$ cat config.mk
export PLATFORM = sky130hd
export DESIGN_NAME = icc_input_check
export DESIGN_NICKNAME = d
export VERILOG_FILES = /design/src/design/icc_pkg.sv /design/src/design/icc_input_check.sv
export SDC_FILE = /design/constraint.sdc
export NUM_CORES = 1
export LEC_CHECK = 0
export ABC_AREA = 1
export BUFFER_PORTS_ARGS = -buffer_cell sky130_fd_sc_hd__buf_4
export CAP_MARGIN = 20
export CORE_UTILIZATION = 30
export CTS_CLUSTER_DIAMETER = 80
export CTS_CLUSTER_SIZE = 30
export DETAILED_ROUTE_END_ITERATION = 12
export GPL_ROUTABILITY_DRIVEN = 0
export PLACE_DENSITY_LB_ADDON = 0.25
export SLEW_MARGIN = 20
export SYNTH_ARGS = -nofsm -noshare
export SYNTH_HDL_FRONTEND = slang
export SYNTH_SLANG_ARGS = --single-unit
export TNS_END_PERCENT = 20
$ cat constraint.sdc
create_clock -name clk -period 1.84 [get_ports clk]
set_input_delay 0 -clock clk [delete_from_list [all_inputs] [get_ports clk]]
set_output_delay 0 -clock clk [all_outputs]
set_load 0.05 [all_outputs]
$ cat src/design/icc_pkg.sv
`default_nettype none
package icc_pkg;
  // ==========================================================
  // Register map
  localparam logic [6:0] CTRL_ADDR = 7'h01;
  localparam logic [15:0] CTRL_RESET = 16'h050E;
  // Reserved bits 14, 13 and 0 always read as zero
  localparam logic [15:0] CTRL_WMASK = 16'h9FFE;

  // ==========================================================
  // Field positions of the control register
  localparam int unsigned PATTERN_TEST_BIT = 15;
  localparam int unsigned AUTO_CLEAR_BIT = 12;
  localparam int unsigned ODD_PARITY_BIT = 11;
  localparam int unsigned WORD_PARITY_BIT = 10;
  localparam int unsigned FRAME_PARITY_BIT = 9;
  localparam int unsigned QUAD_BIT = 8;
  localparam int unsigned INVERT_A_BIT = 7;
  localparam int unsigned ALARM_2AWAY_BIT = 3;
  localparam int unsigned ALARM_1AWAY_BIT = 2;
  localparam int unsigned ALARM_COLLISION_BIT = 1;

  // ==========================================================
  // Channel pair field value that selects dual channel mode
  localparam logic [1:0] DUAL_PAIR_CODE = 2'h3;
  // Channels B and C stay active in dual mode
  localparam logic [3:0] DUAL_ACTIVE = 4'h6;
  localparam logic [3:0] QUAD_ACTIVE = 4'hF;

  // ==========================================================
  // Good-sample run that clears latched alarms
  localparam int unsigned GOOD_RUN = 64;
  localparam int unsigned GOOD_W = 7;
  localparam logic [GOOD_W-1:0] GOOD_RUN_CNT = 7'h40;
  localparam int unsigned DATA_W = 16;
  localparam int unsigned NUM_CH = 4;
endpackage : icc_pkg
`default_nettype wire

$ cat src/design/icc_input_check.sv
`timescale 1ns/10ps
`default_nettype none

module icc_input_check (
  input wire logic clk,
  input wire logic rst,
  // Decoded configuration port access
  input wire logic cfg_wr_en,
  input wire logic [6:0] cfg_addr,
  input wire logic [15:0] cfg_wdata,
  output logic [15:0] cfg_rdata,
  // Pair field of the channel pair configuration register
  input wire logic [1:0] channel_pair_field,
  // Input word bus
  input wire logic word_valid,
  input wire logic [15:0] data_in,
  input wire logic parity_input_pair,
  input wire logic frame_in,
  input wire logic [15:0] expected_pattern,
  // Alarm sources and software clear
  input wire logic alarm_clear,
  input wire logic fifo_collision,
  input wire logic fifo_1away,
  input wire logic fifo_2away,
  // Output enables from pin and serial bit
  input wire logic tx_enable_pin,
  input wire logic tx_enable_bit,
  // Per-channel sample data before the output stage
  input wire logic [15:0] ch_a_in,
  input wire logic [15:0] ch_b_in,
  input wire logic [15:0] ch_c_in,
  input wire logic [15:0] ch_d_in,
  output logic [15:0] ch_a_out,
  output logic [15:0] ch_b_out,
  output logic [15:0] ch_c_out,
  output logic [15:0] ch_d_out,
  output logic [3:0] channel_active,
  output logic dual_mode,
  output logic outputs_on,
  output logic pattern_alarm,
  output logic parity_alarm,
  output logic collision_alarm,
  output logic away1_alarm,
  output logic away2_alarm
);

  // ==========================================================
  // Control register
  logic [15:0] ctrl_r;
  logic [15:0] ctrl_nxt;

  // Software writes, reserved bits forced low
  always_comb begin
    ctrl_nxt = ctrl_r;
    if (cfg_wr_en && cfg_addr == icc_pkg::CTRL_ADDR) begin
      ctrl_nxt = cfg_wdata & icc_pkg::CTRL_WMASK;
    end
  end

  always_ff @(posedge clk) begin
    if (rst) begin
      ctrl_r <= icc_pkg::CTRL_RESET;
    end else begin
      ctrl_r <= ctrl_nxt;
    end
  end

  // Field views of the control word
  logic test_on;
  logic auto_clr;
  logic odd_sel;
  logic word_par_on;
  logic frame_par_on;
  logic quad_on;
  assign test_on = ctrl_r[icc_pkg::PATTERN_TEST_BIT];
  assign auto_clr = ctrl_r[icc_pkg::AUTO_CLEAR_BIT];
  assign odd_sel = ctrl_r[icc_pkg::ODD_PARITY_BIT];
  assign word_par_on = ctrl_r[icc_pkg::WORD_PARITY_BIT];
  assign frame_par_on = ctrl_r[icc_pkg::FRAME_PARITY_BIT];
  assign quad_on = ctrl_r[icc_pkg::QUAD_BIT];

  // ==========================================================
  // Checkers on each valid input word
  logic data_xor;
  logic word_bad;
  logic frame_bad;
  logic par_bad;
  logic pat_bad;
  logic sample_bad;
  // Even sense wants total ones even, odd sense wants it odd
  assign data_xor = ^data_in;
  assign word_bad = word_par_on &&
                    ((data_xor ^ parity_input_pair) != odd_sel);
  // Frame line carries the parity bit in this mode
  assign frame_bad = frame_par_on &&
                     ((data_xor ^ frame_in) != odd_sel);
  // Both checks may be on at once; either one failing counts.
  // Gaps carry junk parity, so word_valid qualifies every check.
  assign par_bad = word_valid && (word_bad || frame_bad);
  assign pat_bad = word_valid && test_on &&
                   (data_in != expected_pattern);
  assign sample_bad = par_bad || pat_bad;

  // ==========================================================
  // Good-sample run counter and latched alarms
  logic [icc_pkg::GOOD_W-1:0] good_cnt_r;
  logic [icc_pkg::GOOD_W-1:0] good_cnt_nxt;
  logic par_alarm_r;
  logic par_alarm_nxt;
  logic pat_alarm_r;
  logic pat_alarm_nxt;
  logic run_done;

  // Counter wraps after each full run, so a long clean run clears
  // again every 64 words; a bad word or auto clear off restarts it
  always_comb begin
    good_cnt_nxt = good_cnt_r;
    run_done = 1'b0;
    if (!auto_clr || sample_bad) begin
      good_cnt_nxt = '0;
    end else if (word_valid) begin
      if (good_cnt_r == icc_pkg::GOOD_RUN_CNT - 7'h01) begin
        run_done = 1'b1;
        good_cnt_nxt = '0;
      end else begin
        good_cnt_nxt = good_cnt_r + 7'h01;
      end
    end
    // New mismatch wins over any clear in the same cycle
    par_alarm_nxt = par_alarm_r;
    if (alarm_clear || run_done) begin
      par_alarm_nxt = 1'b0;
    end
    if (par_bad) begin
      par_alarm_nxt = 1'b1;
    end
    pat_alarm_nxt = pat_alarm_r;
    if (alarm_clear || run_done) begin
      pat_alarm_nxt = 1'b0;
    end
    if (pat_bad) begin
      pat_alarm_nxt = 1'b1;
    end
  end

  always_ff @(posedge clk) begin
    if (rst) begin
      good_cnt_r <= '0;
      par_alarm_r <= 1'b0;
      pat_alarm_r <= 1'b0;
    end else begin
      good_cnt_r <= good_cnt_nxt;
      par_alarm_r <= par_alarm_nxt;
      pat_alarm_r <= pat_alarm_nxt;
    end
  end

  // ==========================================================
  // Buffer pointer alarms, gated by their enable bits
  logic coll_r;
  logic coll_nxt;
  logic a1_r;
  logic a1_nxt;
  logic a2_r;
  logic a2_nxt;

  // Raw alarms are levels; each flag follows its input one cycle late
  always_comb begin
    coll_nxt = fifo_collision &&
               ctrl_r[icc_pkg::ALARM_COLLISION_BIT];
    a1_nxt = fifo_1away && ctrl_r[icc_pkg::ALARM_1AWAY_BIT];
    a2_nxt = fifo_2away && ctrl_r[icc_pkg::ALARM_2AWAY_BIT];
  end

  always_ff @(posedge clk) begin
    if (rst) begin
      coll_r <= 1'b0;
      a1_r <= 1'b0;
      a2_r <= 1'b0;
    end else begin
      coll_r <= coll_nxt;
      a1_r <= a1_nxt;
      a2_r <= a2_nxt;
    end
  end

  // ==========================================================
  // Channel mode, enable and output data
  logic [3:0] act_nxt;
  logic [3:0] act_r;
  logic dual_nxt;
  logic dual_r;
  logic on_nxt;
  logic on_r;
  logic [15:0] ch_in [icc_pkg::NUM_CH];
  logic [15:0] ch_nxt [icc_pkg::NUM_CH];
  logic [15:0] ch_r [icc_pkg::NUM_CH];

  // Quad wins; dual only with quad clear and pair field 11.
  // Any other combination keeps all channels on as a safe fallback.
  always_comb begin
    dual_nxt = !quad_on &&
               channel_pair_field == icc_pkg::DUAL_PAIR_CODE;
    if (dual_nxt) begin
      act_nxt = icc_pkg::DUAL_ACTIVE;
    end else begin
      act_nxt = icc_pkg::QUAD_ACTIVE;
    end
    on_nxt = tx_enable_pin && tx_enable_bit && !test_on;
  end

  assign ch_in[0] = ch_a_in;
  assign ch_in[1] = ch_b_in;
  assign ch_in[2] = ch_c_in;
  assign ch_in[3] = ch_d_in;

  // Invert bits sit from bit 7 (A) down to bit 4 (D); idle channels zero
  for (genvar g = 0; g < icc_pkg::NUM_CH; g++) begin : g_ch
    always_comb begin
      if (!act_nxt[g]) begin
        ch_nxt[g] = '0;
      end else if (ctrl_r[icc_pkg::INVERT_A_BIT - g]) begin
        ch_nxt[g] = ~ch_in[g];
      end else begin
        ch_nxt[g] = ch_in[g];
      end
    end

    always_ff @(posedge clk) begin
      if (rst) begin
        ch_r[g] <= '0;
      end else begin
        ch_r[g] <= ch_nxt[g];
      end
    end
  end

  // Mode and enable registered so every output is a flip-flop
  always_ff @(posedge clk) begin
    if (rst) begin
      act_r <= '0;
      dual_r <= 1'b0;
      on_r <= 1'b0;
    end else begin
      act_r <= act_nxt;
      dual_r <= dual_nxt;
      on_r <= on_nxt;
    end
  end

  // ==========================================================
  // Read-back, registered so the port comes from a flip-flop
  logic [15:0] rd_r;
  logic [15:0] rd_nxt;

  always_comb begin
    rd_nxt = '0;
    if (cfg_addr == icc_pkg::CTRL_ADDR) begin
      rd_nxt = ctrl_r;
    end
  end

  always_ff @(posedge clk) begin
    if (rst) begin
      rd_r <= '0;
    end else begin
      rd_r <= rd_nxt;
    end
  end

  assign cfg_rdata = rd_r;
  assign ch_a_out = ch_r[0];
  assign ch_b_out = ch_r[1];
  assign ch_c_out = ch_r[2];
  assign ch_d_out = ch_r[3];
  assign channel_active = act_r;
  assign dual_mode = dual_r;
  assign outputs_on = on_r;
  assign pattern_alarm = pat_alarm_r;
  assign parity_alarm = par_alarm_r;
  assign collision_alarm = coll_r;
  assign away1_alarm = a1_r;
  assign away2_alarm = a2_r;

endmodule : icc_input_check

`default_nettype wire

# Word level (Yosys, flattened, before mapping)
# Memory sizes are Yosys's and may differ from the RTL's.
# Cells that the tools add are included.
# totals
reg_bits	44
latchBits	0
ramBits	64
rom_bits	0
in_bits	133
output_inout_bits	91
word_cells	77
memories	1
# op_classes
n_addsub	1
mul	0
div	0
n_lt_le_gt_ge	0
n_eq_ne	6
n_shift	0
mux	23
bitwise	11
n_reduce_logical	24
# memory_table
name	depth	width	read_ports	rd_clocked_by_memory_dff	write_ports	line	rtl
ch_r	4	16	4	0	4	icc_input_check.sv:197	logic [15:0] ch_r [icc_pkg::NUM_CH];
# ops
cell	n
$mux W16	12
$not A16 Y16	4
$ne A16 B16 Y1	1
$reduce_xor A16 Y1	1
$logic_and A1 B1 Y1	12
$mux W1	9
$add A7 B1 Y7 const B	1
$eq A7 B1 Y1 const B	1
$eq A7 B6 Y1 const B	1
$mux W7	1
$logic_or A1 B1 Y1	4
$mux W4	1
$or A1 B1 Y1	4
$reduce_bool A2 Y1	2
$reduce_or A2 Y1	2
$logic_not A1 Y1	3
$eq A2 B2 Y1 const B	1
$ne A1 B1 Y1	2
$xor A1 B1 Y1	2
$not A1 Y1	1

# Depth between registers and ports, before layout
# depth
depth_word	12
ltp_mapped	18
ltp_nobuf	18

# Worst setup path before layout
# OpenSTA, ideal clock, no wires.
# synth_path
path_type	register -> register
start	reg good_cnt_r[0] in the netlist's numbering
end	reg par_alarm_r, in the netlist parity_alarm
setup_time_ps	132
t_arrival_ps	1337
required_time_ps	1708
setup_slack_ps	371
path_stages_with_launch	9
n_path_buf	0
synth_period_minus_slack_ps	1469
cell_sequence	dfxtp_1 -> ha_1 -> nand2_1 -> nor2_1 -> nand3_1 -> nor2_1 -> nand3_2 -> nand3_1 -> a21oi_1
# synth_via
elab_chain_cells	6
# synth_rtl
element	line	rtl
start: declaration	icc_input_check.sv:106	logic [icc_pkg::GOOD_W-1:0] good_cnt_r;
start signal: assignment	icc_input_check.sv:152	good_cnt_r <= good_cnt_nxt;
$eq A7 B6 Y1	icc_input_check.sv:122	if (good_cnt_r == icc_pkg::GOOD_RUN_CNT - 7'h01) begin
$mux W1	icc_input_check.sv:122	
$mux W1	icc_input_check.sv:121	end else if (word_valid) begin
$mux W1	icc_input_check.sv:119	if (!auto_clr || sample_bad) begin
$logic_or A1 B1 Y1	icc_input_check.sv:131	if (alarm_clear || run_done) begin
$reduce_bool A2 Y1 (no source line)	n/a	
end signal: assignment	icc_input_check.sv:153	par_alarm_r <= par_alarm_nxt;
end: declaration	icc_input_check.sv:108	logic par_alarm_r;
# No other way between the ends.
# A chain may end at the register's enable or synchronous reset.

# Final worst setup path
# layout_path
start	in channel_pair_field[0]
end	reg dual_r, in the netlist dual_mode
# layout_via
elab_chain_cells	2
# layout_rtl
element	line	rtl
start: declaration	icc_input_check.sv:13	input wire logic [1:0] channel_pair_field,
$eq A2 B2 Y1	icc_input_check.sv:203	channel_pair_field == icc_pkg::DUAL_PAIR_CODE;
$logic_and A1 B1 Y1	icc_input_check.sv:202	dual_nxt = !quad_on &&
end signal: assignment	icc_input_check.sv:246	dual_r <= dual_nxt;
end: declaration	icc_input_check.sv:192	logic dual_r;
# No other way between the ends.

==> results.cfg <==
[status]
status = finished, final reports clean

[cells_and_area]
final_common_cell = buf_4
drive_gt1_frac = 0.3322
fin_nets = 978
diodes = 0
nFillCells = 1211
final-instance-count-excl-fill = 1029
multi_input_area_um2 = 1933
regArea_um2 = 2122
layout_common_cells = buf_4, nand2_1, dfxtp_1, dlygate4sd3_1, nor2_1
area_growth_pct = 73.64

[timing]
slew_headroom = 0.5856
max_freq_ghz = 0.6049
drv_slew = 0
fin_crit_ns = 1.653
final.setup.tns_ns = 0
fin_skew_ns = 0.004080
rsz0062_at_grt = no
hold_ws_ns = 0.06944
period_share = 0.8984
tightest_slew_ns = 0.6202
setup_viol = 0
hold_viol = 0
layout_setup_ws_ns = 0.1869

[power_and_ir_drop]
switching_share = 0.2750
p_clk_frac = 0.353
vdd_drop_max_v = 0.0005082
totalPowerFinal_mw = 5.662
p_per_area_nw_per_um2 = 755.8
pwr-share-comb = 0.222
power_frac_seq = 0.426
p_leak_nw = 3.513
power.switching_mw = 1.557
p_int_mw = 4.105

[yosys]
ys_seq_area_frac = 0.4919
synth_area_leaders = dfxtp_1, xnor2_1, nand2_1
synth.avg_cell_area_um2 = 8.233
synthesis.area_um2 = 4314
ys.warnings.count = 0
ys_types = 32
synth_seq_cells = 106
yosysTopAreaCellShare = 0.4919
postSynthCellCount = 524
synth_area_leader_cell = dfxtp_1

[setup_path]
reg2reg_from = ctrl_r[6]
crit_family = buffers and inverters
cp.required_ns = 2.07
path_cells = dlygate4sd3_1 -> buf_4 -> nand2_1 -> dlygate4sd3_1 -> nor3_1 -> dlygate4sd3_1
arrival_ns = 1.88
cp_common_cell = dlygate4sd3_1
startpoint_type = primary input
slowest_stage = dlygate4sd3_1
cp_slowest_stage_delay_ns = 0.55
timing_worst_setup_path_type = primary input to flip-flop
worst-path-buf-inv = 4
crit_path_end_kind = flip-flop
worstSetupStartpoint = channel_pair_field[0]
r2r_slack_ns = 0.31
cp_max_fo = 2

[cts]
root_buffer = clkbuf_16
clockBufferDepth = 2
clkSinkCount = 106
cts_resized = 0
cts_tree = yes
path_clk_slew_ns = 0.07
htreeDepth = 3
ctsHoldBuffers = 105
clkLatencyLatePin_ns = 0.34
cts_setup_buffers = 0
cts_buffers = 9

[placed_design]
dp_cells = 908
dp_hpwl_um = 8781
port_buffers = 217
place_ws_ns = 0.3734

[route]
drt_iter0_drc = 159
ant_nets = 0
dr.pass1.iters = 4
drt-total-wl_um = 13090
drc = 0
via_count = 4358
vias_per_cell = 4.235
wire_per_inst_um = 12.72

[global_route]
grt_max_degree = 33
grt_usage = 0.1768
first_global_vias = 4493
grt_pass1_wl_um = 20490
grt_antenna_before_repair = 0
grt.overflow.total = 0

[floorplanning]
start_util = 0.3096
die_area_um2 = 14860
rows = 43
die_x_um = 121.9
coreArea_um2 = 13930
die_h_um = 121.9
num_io_pins = 224

[min_path]
hp-class = primary input to flip-flop
hp-start = rst

[job]
maxCapViolations = 0
## logic make-up (layout without fill, tap and decap cells)
family,Yosys count,count (layout),synth area share
fa+ha+maj,1,1,0.002900
compound gates,26,26,0.03510
simple gates,250,250,0.2509
buf+inv,63,386,0.06177
mux,1,1,0.002320
xor+xnor,76,76,0.1543
other cells,1,3,0.0008692
flops,106,106,0.4919
## worst paths after layout
path,endpoint,cells after the start
min,channel_active[0],2
max reg2reg,ch_r[1][7],4
max,dual_mode,6
min reg2reg,good_cnt_r[6],2
## metal layers
layer / GRT usage / share of wire / vias up
met5: 0 / 0 / -
met4: 0.05864 / 0.021 / 0
met3: 0.05665 / 0.072 / 22
met2: 0.3344 / 0.52 / 152
met1: 0.1808 / 0.38 / 1959
li1: - / - / 2225
## per-stage QoR
stage,cell area (um2),util
floorplan,4322,-
global placement,6126,0.4396
detailed placement,6126,0.4396
CTS,7491,0.5376
global route,7491,0.5376
finish,7491,0.5376
## registers in the layout, indices dropped and copies added, names as in the netlist
signal and count:
away2_alarm 1, ch_r 64, parity_alarm 1, collision_alarm 1
pattern_alarm 1, channel_active 2, good_cnt_r 7, dual_mode 1
away1_alarm 1, cfg_rdata 13, ctrl_r 13, outputs_on 1
## synth_stat cells (all sizes together)
library cell / count
nand2: 130
dfxtp: 106
nor2: 88
xnor2: 74
inv: 38
buf: 12
clkbuf: 12
a21oi: 11
nand3: 10
o21ai: 8
or2: 8
nor3: 5
o211ai: 5
nand4: 4
nor4: 3
nand3b: 2
xor2: 2
a31oi: 1
clkinv: 1
conb: 1
ha: 1
mux2i: 1
o2111ai: 1
## power groups by stage
stage / logic, mW / registers (mW) / clock network (mW)
after floorplan: 0.320 / 2.77 / 0
after detailed placement: 1.06 / 2.46 / 0
after global routing: 1.34 / 2.42 / 2.14
final: 1.26 / 2.41 / 2.00
after CTS: 1.24 / 2.41 / 2.06
after global placement: 1.05 / 2.46 / 0
## layout make-up
| class | instances | area share |
|---|---|---|
| clock buffers | 12 | 0.03424 |
| clock inverters | 4 | 0.007683 |
| inverters | 39 | 0.01988 |
| multi-input cells | 357 | 0.2581 |
| flip-flops and latches | 106 | 0.2833 |
| well taps | 180 | 0.03007 |
| repair buffers | 331 | 0.3668 |
## worst reg2reg max path: cells and delay by family (launching register included)
kind	cells	cell delay, ns
and+or+nand+nor	1	0.08
DFF	1	0.31
buffers and inverters	2	0.85
xor gates and xnor gates	1	0.19
Note: power is estimated with default switching activity, not from simulation.
